==> config.mk <==
export PLATFORM = sky130hd
export DESIGN_NAME = brc_top
export DESIGN_NICKNAME = d
export VERILOG_FILES = /design/src/hw/brc_pkg.sv /design/src/hw/brc_fifo.sv /design/src/hw/brc_top.sv
export SDC_FILE = /design/constraint.sdc
export NUM_CORES = 1
export LEC_CHECK = 0
export BUFFER_PORTS_ARGS = -buffer_cell sky130_fd_sc_hd__buf_2
export CAP_MARGIN = 20
export CORE_UTILIZATION = 64
export CTS_BUF_LIST = sky130_fd_sc_hd__clkbuf_8
export CTS_CLUSTER_DIAMETER = 40
export CTS_CLUSTER_SIZE = 28
export DETAILED_ROUTE_END_ITERATION = 16
export PLACE_DENSITY_LB_ADDON = 0.15
export SLEW_MARGIN = 5
export SYNTH_ARGS = -nofsm -noshare
export SYNTH_HDL_FRONTEND = slang
export SYNTH_SLANG_ARGS = --single-unit
export TNS_END_PERCENT = 20
==> constraint.sdc <==
create_clock -name clock -period 10.3 [get_ports clock]
set_input_delay 1.545 -clock clock [delete_from_list [all_inputs] [get_ports clock]]
set_output_delay 1.545 -clock clock [all_outputs]
set_load 0.02 [all_outputs]
==> src/hw/brc_pkg.sv <==
// Purpose: Constants for the burst read control block
// Assumes: AHB-Lite register access, 16-bit host data
// Notes:   Summary of operation
// Summary of operation
// - Burst enable clear: host clock ignored, no burst read cycles served.
// - Burst enable set: host clock used, every read is a burst read.
// - Edge select clear: chip select and output enable sampled on rising clock.
// - Edge select set: sampled on falling clock, half clock extra delay.
// - Each word held one clock, or two clocks with data stretch set.
// - First word appears two plus latency field clocks after sampled selection.
// - With stretch, first word valid on latency clock and the next one.
// - Stretch off: burst carries two to the length field items.
// - Stretch on: burst carries two to length minus one items, one item at length zero.
// - Item is byte or word, chosen by interface width setting.
package brc_pkg;
    localparam logic [15:0] BRC_CFG_OFFSET = 16'h101C;
    localparam logic [15:0] BRC_CFG_RESET  = 16'h0000;
    localparam logic [15:0] BRC_CFG_WMASK  = 16'hFF07;
    localparam int          BRC_EN_BIT     = 0;
    localparam int          BRC_EDGE_BIT   = 1;
    localparam int          BRC_HOLD_BIT   = 2;
    localparam int          BRC_LAT_LSB    = 8;
    localparam int          BRC_LEN_LSB    = 12;
    localparam logic [3:0]  BRC_LAT_BASE   = 4'h2;
    localparam logic [3:0]  BRC_LEN_MAX    = 4'hA;
    // Width select register, offset of own choosing
    localparam logic [15:0] BRC_IFW_OFFSET = 16'h1020;
    localparam logic [15:0] BRC_STS_OFFSET = 16'h1024;
    typedef enum logic [1:0] {
        BRC_IDLE = 2'b00,
        BRC_WAIT = 2'b01,
        BRC_DATA = 2'b11,
        BRC_DONE = 2'b10
    } brc_state_t;
endpackage

==> src/hw/brc_fifo.sv <==
// Purpose: Word FIFO between data source and host port
// Assumes: Single clock
// Notes:   Full and empty are exact
`timescale 1ns/1ps
`default_nettype none
module brc_fifo #(
    parameter int WIDTH = 16,
    parameter int DEPTH = 8
) (
    input  wire logic             clock,
    input  wire logic             rst_n,
    input  wire logic             flush,
    input  wire logic [WIDTH-1:0] inData,
    input  wire logic             inValid,
    output logic                  inReady,
    output logic      [WIDTH-1:0] outData,
    output logic                  outValid,
    input  wire logic             outReady
);
    localparam int AW = $clog2(DEPTH);
    // Pointer wrap relies on a power-of-two depth
    if (DEPTH < 2 || (1 << AW) != DEPTH || WIDTH < 1) begin : gParamCheck
        $error("DEPTH must be a power of two of at least 2, WIDTH at least 1");
    end
    logic [WIDTH-1:0] mem [DEPTH];
    logic [AW:0]      wrPtr_r;
    logic [AW:0]      rdPtr_r;
    logic             doWr;
    logic             doRd;
    assign inReady  = (wrPtr_r - rdPtr_r) != (AW+1)'(DEPTH);
    assign outValid = wrPtr_r != rdPtr_r;
    assign doWr     = inValid && inReady;
    assign doRd     = outValid && outReady;
    assign outData  = mem[rdPtr_r[AW-1:0]];
    always_ff @(posedge clock) begin
        if (doWr) begin
            mem[wrPtr_r[AW-1:0]] <= inData;
        end
    end
    always_ff @(posedge clock or negedge rst_n) begin
        if (!rst_n) begin
            wrPtr_r <= '0;
            rdPtr_r <= '0;
        end else if (flush) begin
            wrPtr_r <= '0;
            rdPtr_r <= '0;
        end else begin
            if (doWr) begin
                wrPtr_r <= wrPtr_r + 1'b1;
            end
            if (doRd) begin
                rdPtr_r <= rdPtr_r + 1'b1;
            end
        end
    end
endmodule
`default_nettype wire

==> src/hw/brc_top.sv <==
// Purpose: Burst read control on the parallel host port
// Assumes: Host clock well below half of clock; pins sampled in three stages
// Notes:   Source feeds words through the FIFO; host sees them on hostData
//
// Design decision made here: the AHB-Lite register port.
`timescale 1ns/1ps
`default_nettype none
module brc_top #(
    parameter int FIFO_DEPTH = 8
) (
    input  wire logic        clock,
    input  wire logic        rst_n,
    input  wire logic [31:0] haddr,
    input  wire logic [1:0]  htrans,
    input  wire logic        hwrite,
    input  wire logic [2:0]  hsize,
    input  wire logic [31:0] hwdata,
    input  wire logic        hsel,
    input  wire logic        hready,
    output logic      [31:0] hrdata,
    output logic             hreadyout,
    output logic             hresp,
    input  wire logic        hostClk,
    input  wire logic        chipSelect_n,
    input  wire logic        outputEnable_n,
    output logic      [15:0] hostData,
    output logic             hostDataOe_n,
    input  wire logic [15:0] srcData,
    input  wire logic        srcValid,
    output logic             srcReady,
    output logic             burstActive
);
    logic [15:0]        cfg_r;
    logic               wideIf_r;
    logic [2:0]         clkSync_r;
    logic [2:0]         csSync_r;
    logic [2:0]         oeSync_r;
    logic               clkLvl_r;
    logic               csLvl_r;
    logic               oeLvl_r;
    logic               rise;
    logic               fall;
    logic               sampleEdge;
    logic               burstEn;
    logic               hold;
    logic [3:0]         lat;
    logic [3:0]         len;
    logic [11:0]        items;
    brc_pkg::brc_state_t state_r;
    logic [4:0]         latCnt_r;
    logic [11:0]        itemCnt_r;
    logic               holdPh_r;
    logic               bytePh_r;
    logic [15:0]        fData;
    logic               fValid;
    logic               fReady;
    logic               flush;
    logic               advance;
    logic               selected;
    logic               dPhase_r;
    logic               dWrite_r;
    logic [15:0]        dAddr_r;
    logic [31:0]        rdMux;
    logic               rdDone_r;
    logic               enPrev_r;
    logic               live;
    logic               step;
    logic               load;
    logic [7:0]         lowByte_r;

    // AHB slave: one wait state on reads so hrdata comes from a flop; always OKAY
    assign hreadyout = !(dPhase_r && !dWrite_r && !rdDone_r);
    assign hresp     = 1'b0;
    always_ff @(posedge clock or negedge rst_n) begin
        if (!rst_n) begin
            rdDone_r <= 1'b0;
        end else begin
            rdDone_r <= dPhase_r && !dWrite_r && !rdDone_r;
        end
    end
    always_ff @(posedge clock or negedge rst_n) begin
        if (!rst_n) begin
            dPhase_r <= 1'b0;
            dWrite_r <= 1'b0;
            dAddr_r  <= 16'h0000;
        end else if (hready) begin
            dPhase_r <= hsel && htrans[1];
            dWrite_r <= hwrite;
            dAddr_r  <= haddr[15:0];
        end
    end
    always_ff @(posedge clock or negedge rst_n) begin
        if (!rst_n) begin
            cfg_r    <= brc_pkg::BRC_CFG_RESET;
            wideIf_r <= 1'b1;
        end else if (dPhase_r && dWrite_r) begin
            if (dAddr_r == brc_pkg::BRC_CFG_OFFSET) begin
                cfg_r <= hwdata[15:0] & brc_pkg::BRC_CFG_WMASK;
            end
            if (dAddr_r == brc_pkg::BRC_IFW_OFFSET) begin
                wideIf_r <= hwdata[0];
            end
        end
    end
    always_comb begin
        rdMux = 32'h0000_0000;
        unique case (dAddr_r)
            brc_pkg::BRC_CFG_OFFSET: rdMux = {16'h0000, cfg_r};
            brc_pkg::BRC_IFW_OFFSET: rdMux = {31'h0, wideIf_r};
            brc_pkg::BRC_STS_OFFSET: rdMux = {18'h0, itemCnt_r, state_r};
            default:                 rdMux = 32'h0000_0000;
        endcase
    end
    always_ff @(posedge clock or negedge rst_n) begin
        if (!rst_n) begin
            hrdata <= 32'h0000_0000;
        end else if (dPhase_r && !dWrite_r && !rdDone_r) begin
            hrdata <= rdMux;
        end
    end
    // Stands until the next read, so the master takes it at the edge after the wait state

    assign burstEn = cfg_r[brc_pkg::BRC_EN_BIT];
    assign hold    = cfg_r[brc_pkg::BRC_HOLD_BIT];
    assign lat     = cfg_r[brc_pkg::BRC_LAT_LSB +: 4];
    // Oversized length clamped; software must keep it in range
    assign len     = (cfg_r[brc_pkg::BRC_LEN_LSB +: 4] > brc_pkg::BRC_LEN_MAX)
                     ? brc_pkg::BRC_LEN_MAX : cfg_r[brc_pkg::BRC_LEN_LSB +: 4];
    always_comb begin
        if (hold) begin
            items = (len == 4'h0) ? 12'h001 : 12'(12'h001 << (len - 4'h1));
        end else begin
            items = 12'(12'h001 << len);
        end
    end

    // Pin synchronisers; third and second stages must agree
    always_ff @(posedge clock or negedge rst_n) begin
        if (!rst_n) begin
            clkSync_r <= 3'h0;
            csSync_r  <= 3'h7;
            oeSync_r  <= 3'h7;
        end else begin
            clkSync_r <= {clkSync_r[1:0], hostClk && burstEn};
            csSync_r  <= {csSync_r[1:0], chipSelect_n};
            oeSync_r  <= {oeSync_r[1:0], outputEnable_n};
        end
    end
    always_ff @(posedge clock or negedge rst_n) begin
        if (!rst_n) begin
            clkLvl_r <= 1'b0;
            csLvl_r  <= 1'b1;
            oeLvl_r  <= 1'b1;
        end else begin
            if (clkSync_r[2] == clkSync_r[1]) begin
                clkLvl_r <= clkSync_r[2];
            end
            if (csSync_r[2] == csSync_r[1]) begin
                csLvl_r <= csSync_r[2];
            end
            if (oeSync_r[2] == oeSync_r[1]) begin
                oeLvl_r <= oeSync_r[2];
            end
        end
    end
    assign rise = (clkSync_r[2] == clkSync_r[1]) && clkSync_r[2] && !clkLvl_r;
    assign fall = (clkSync_r[2] == clkSync_r[1]) && !clkSync_r[2] && clkLvl_r;
    assign sampleEdge = cfg_r[brc_pkg::BRC_EDGE_BIT] ? fall : rise;
    assign selected   = !csLvl_r && !oeLvl_r;

    // Data always moves on the sampling edge, so falling mode lags half a clock
    assign live    = burstEn && selected;
    assign step    = live && sampleEdge && state_r == brc_pkg::BRC_DATA && (!hold || holdPh_r);
    assign load    = (live && sampleEdge && state_r == brc_pkg::BRC_WAIT && latCnt_r <= 5'h01)
                     || (step && itemCnt_r != 12'h001);
    // A word leaves the FIFO as it goes onto the bus; its low byte waits in a flop
    assign advance = load && (wideIf_r || !bytePh_r);
    assign fReady  = advance && fValid;
    // Words staged while disabled are kept; only switching off discards them
    assign flush   = enPrev_r && !burstEn;
    always_ff @(posedge clock or negedge rst_n) begin
        if (!rst_n) begin
            enPrev_r <= 1'b0;
        end else begin
            enPrev_r <= burstEn;
        end
    end

    brc_fifo #(
        .WIDTH (16),
        .DEPTH (FIFO_DEPTH)
    ) u_fifo (
        .clock    (clock),
        .rst_n    (rst_n),
        .flush    (flush),
        .inData   (srcData),
        .inValid  (srcValid),
        .inReady  (srcReady),
        .outData  (fData),
        .outValid (fValid),
        .outReady (fReady)
    );

    always_ff @(posedge clock or negedge rst_n) begin
        if (!rst_n) begin
            state_r   <= brc_pkg::BRC_IDLE;
            latCnt_r  <= 5'h00;
            itemCnt_r <= 12'h000;
            holdPh_r  <= 1'b0;
            bytePh_r  <= 1'b0;
        end else if (!burstEn || !selected) begin
            state_r   <= brc_pkg::BRC_IDLE;
            itemCnt_r <= 12'h000;
            holdPh_r  <= 1'b0;
            bytePh_r  <= 1'b0;
        end else if (sampleEdge) begin
            unique case (state_r)
                brc_pkg::BRC_IDLE: begin
                    state_r  <= brc_pkg::BRC_WAIT;
                    latCnt_r <= 5'(brc_pkg::BRC_LAT_BASE) + 5'(lat) - 5'h01;
                end
                brc_pkg::BRC_WAIT: begin
                    if (latCnt_r <= 5'h01) begin
                        state_r   <= brc_pkg::BRC_DATA;
                        itemCnt_r <= items;
                        bytePh_r  <= !wideIf_r;
                    end else begin
                        latCnt_r <= latCnt_r - 5'h01;
                    end
                end
                brc_pkg::BRC_DATA: begin
                    if (hold) begin
                        holdPh_r <= !holdPh_r;
                    end
                    if (!hold || holdPh_r) begin
                        bytePh_r  <= !wideIf_r && !bytePh_r;
                        itemCnt_r <= itemCnt_r - 12'h001;
                        if (itemCnt_r == 12'h001) begin
                            state_r <= brc_pkg::BRC_DONE;
                        end
                    end
                end
                brc_pkg::BRC_DONE: begin
                    state_r <= brc_pkg::BRC_DONE;
                end
            endcase
        end
    end

    // Output register: loaded once per item, high byte first in byte mode
    always_ff @(posedge clock or negedge rst_n) begin
        if (!rst_n) begin
            hostData  <= 16'h0000;
            lowByte_r <= 8'h00;
        end else if (load) begin
            if (wideIf_r) begin
                hostData <= fData;
            end else if (!bytePh_r) begin
                hostData  <= {8'h00, fData[15:8]};
                lowByte_r <= fData[7:0];
            end else begin
                hostData <= {8'h00, lowByte_r};
            end
        end
    end
    assign hostDataOe_n = !(state_r == brc_pkg::BRC_DATA);
    assign burstActive  = state_r != brc_pkg::BRC_IDLE;
endmodule
`default_nettype wire

==> out/summary.log <==
INFO  clocking       cts_hold_buffers=0
INFO  finish         area_growth=12.1%
INFO  timing         timing_worst_slew_pin_value=1100ps
INFO  grt            grt_antenna_before_repair=1
INFO  clocking       post_cts_buffers=0
INFO  logic_synthesis synth-edff-count=128
INFO  die            chipWidth=131µm
INFO  timing         final_max_slew_viol_count=0
INFO  detailed_routing drc_errors=0
INFO  finish         n_fill_cell=1024
INFO  timing         clock_skew=18.1ps
INFO  worst_setup_path critPathLaunchType=flip-flop
INFO  die            coreArea=16100µm²
INFO  finish         insertedDiodeCount=0
INFO  detailed_routing avgViaCountPerCell=6.12
INFO  timing         layout_worst_path_cycle_share=0.479
INFO  run            timing.max_cap.violations=0
INFO  clocking       clock-root-buffer=clkbuf_8
INFO  detailed_routing antenna_violating_nets_post_route=0
INFO  worst_setup_path slowest_stage=dfrtp_1
INFO  placement      io_buffer_count=88
INFO  placement      place_congestion=0.875
INFO  power          pwr-share-comb=0.108
INFO  die            num_rows=46
INFO  die            initial_utilization=0.661
INFO  timing         setup_viol=0
INFO  power          ir_worst_vdd=0.000129V
INFO  power          cellInternalPower=0.00154W
INFO  clocking       htree_num_levels=1
INFO  timing         period_needed=4940ps
INFO  logic_synthesis ys_seq_elements=241
INFO  clocking       largest_buffer_count_on_any_clock_path=3
INFO  grt            first_global_vias=6858
INFO  timing         final-hold-violation-count=0
INFO  grt            overflow=0
INFO  power          power_density=181nW/µm²
INFO  worst_setup_path path_class=flip-flop to primary output
INFO  grt            maximum_number_of_pins_on_one_net_before_global_route_repair=58
INFO  worst_setup_path cp_num_buf_inv=2
INFO  placement      place_area=11200µm²
INFO  clocking       cts_resized=0
INFO  timing         relSlewSlack=0.270
INFO  power          power_switching_share=0.282
INFO  die            pin_count=147
INFO  power          power.total=0.00215W
INFO  detailed_routing wl=22600µm
INFO  finish         fin_area=11900µm²
INFO  grt            grt_pass1_wl=35200µm
INFO  logic_synthesis post_synth_instance_area=10600µm²
INFO  placement      hpwl=14700µm
INFO  worst_setup_path critical_path_arrival=3390ps
INFO  logic_synthesis synth.yosys.warnings=0
INFO  logic_synthesis async_reset_ff_frac=0.469
INFO  grt            grt.total_usage=0.273
INFO  status         status=completed
INFO  die            die_h=131µm
INFO  power          power.net_switching=0.000607W
INFO  timing         maximum_achievable_frequency=203MHz
INFO  logic_synthesis synth-seq-area-share=0.629
INFO  finish         drive_gt1_frac=0.271
INFO  power          p_leak=4.81nW
INFO  detailed_routing detailroute.via_count=6835
INFO  clocking       cts_num_sinks=241
INFO  detailed_routing average_routed_wire_per_standard_cell=20.3µm
INFO  worst_setup_path cp-end-kind=primary output
INFO  logic_synthesis ys.flop_type=edfxtp_1
INFO  detailed_routing first_iter_violations=539
INFO  finish         layout.core_utilization=0.741
INFO  worst_setup_path timing.critical_path.max_delay_family=flip-flops
INFO  clocking       clock_insertion_delay_worst_skew=580ps
INFO  hold_path      hold_path.class=flip-flop to flip-flop
INFO  timing         finalSetupTns=0ps
INFO  power          seqPwrFrac=0.542
INFO  finish         final_net_count=982
INFO  power          power.share.clock=0.350
INFO  worst_setup_path worst_path_largest_cell_delay=1070ps
INFO  logic_synthesis synth.lib_cells_used.distinct=66
INFO  clocking       cts_inserted_buffers=30
INFO  logic_synthesis mapped_cells=790
INFO  timing         rsz0062_at_grt=false
INFO  clocking       cts_tree=yes
INFO  worst_setup_path crit_path_max_fanout=26
INFO  worst_setup_path path_cells=inv_1, ha_1, xnor2_1, a2111oi_0, nor2_1, buf_2
INFO  worst_setup_path crit_required=8760ps
INFO  logic_synthesis avgSynthCellArea=13.4µm²
INFO  detailed_routing firstDrtPassIters=5
INFO  clocking       cts.reportedPaths.clkPinSlew=80ps
INFO  die            floorplan.die_area=17100µm²
[area by class of cell]
| cell class | count | area (µm²) | share of cell area |
|---|---|---|---|
| clock buffers | 31 | 427 | 0.0358 |
| multi-input cells | 478 | 3630 | 0.305 |
| repair buffers | 99 | 529 | 0.0445 |
| well taps | 216 | 270 | 0.0227 |
| inverters | 26 | 97.6 | 0.00820 |
| flip-flops and latches | 241 | 6680 | 0.561 |
| clock inverters | 25 | 264 | 0.0222 |
[synth_stat cells, drive strengths merged, types with 16 or more instances]
cell type / n / area share
mux2i: 35 / 0.033
nor3: 16 / 0.0075
mux4: 16 / 0.034
mux2: 44 / 0.047
nand3: 22 / 0.010
dfrtp: 104 / 0.25
nor2: 24 / 0.0085
edfxtp: 128 / 0.36
nand2: 53 / 0.019
o21ai: 32 / 0.015
clkbuf: 27 / 0.0095
buf: 34 / 0.020
a22o: 17 / 0.014
inv: 25 / 0.0088
a21oi: 41 / 0.019
[placed cells by master, fill, tap and decap left out, types with 5 or more instances in the layout]
cell        count
nor2b_1        11
inv_6           6
inv_8           5
o22ai_1         9
dfrtp_1       103
a22o_1         17
nor2_1         24
buf_4          11
mux2_2         44
a221oi_1        6
dfstp_2         9
a21oi_1        41
nand2_1        53
inv_1          25
a211oi_1        5
o31ai_1         7
and3_1          6
clkinvlp_4      5
a221o_1         8
xnor2_1         5
edfxtp_1      128
and2_0          8
or3_1           7
clkbuf_8       31
o21ai_0        32
nor3_1         14
a21bo_2         7
nand3_1        22
conb_1         17
ha_1           12
mux4_2         16
nor3b_1         6
buf_2          87
mux2i_1        35
[routing by layer]
layer | vias up | GRT usage | wire [µm]
met3 | 55 | 0.0468 | 1370
met1 | 3408 | 0.343 | 9120
met5 | - | 0 | 0
li1 | 3127 | - | -
met4 | 0 | 0.116 | 692
met2 | 245 | 0.471 | 11500
[per-stage QoR]
| stage | hold WS (ps) | setup WS, ps | instances |
|---|---|---|---|
| after floorplan | 331 | 5900 | 806 |
| after global placement | 342 | 6050 | 1058 |
| after detailed placement | 340 | 5950 | 1058 |
| after CTS | 354 | 5340 | 1114 |
| after global routing | 354 | 5060 | 1116 |
| final | 353 | 5360 | 1116 |
[power groups by stage]
stage                     Clock [W]  Combinational [W]  Sequential (W)
after CTS                  0.000767           0.000235         0.00116
after floorplan                   0           0.000152         0.00116
after detailed placement          0           0.000233         0.00119
after global routing       0.000807           0.000255         0.00117
final                      0.000754           0.000233         0.00116
after global placement            0           0.000222         0.00118
[registers in the layout (all words and copies together) (netlist names), 2 cells and up]
name	flops
u_fifo.mem	128
dAddr_r	16
hostData	16
hrdata	16
itemCnt_r	12
cfg_r	11
lowByte_r	8
latCnt_r	5
u_fifo.rdPtr_r	4
u_fifo.wrPtr_r	4
clkSync_r	3
csSync_r	3
oeSync_r	3
state_r	2
[cell families (layout without fill, tap and decap cells)]
kind of cell,after synthesis,in the layout,synth area share
adder cells (fa/ha/maj),14,14,0.0160
buffers and inverters,87,181,0.0391
other,1,17,0.000353
AND/OR/NAND/NOR,190,190,0.0939
flip-flops,241,241,0.629
multiplexers,95,95,0.114
AO/OA/AOI/OAI,156,156,0.103
XOR/XNOR,6,6,0.00495
[path summary, 6_finish.rpt]
kind | slack [ps] | depth (start not counted) | to | start
max | 5360 | 6 | srcReady | u_fifo.rdPtr_r[2]
min | 350 | 0 | clkSync_r[1] | clkSync_r[0]
max reg2reg | 6320 | 6 | u_fifo.mem[5][9] | u_fifo.rdPtr_r[2]
min reg2reg | 350 | 0 | clkSync_r[1] | clkSync_r[0]
max in group asynchronous | 8070 | 2 | cfg_r[2] | rst_n
min in group asynchronous | 1030 | 1 | dAddr_r[10] | rst_n
No activity file was read; power rests on OpenSTA's default activity.
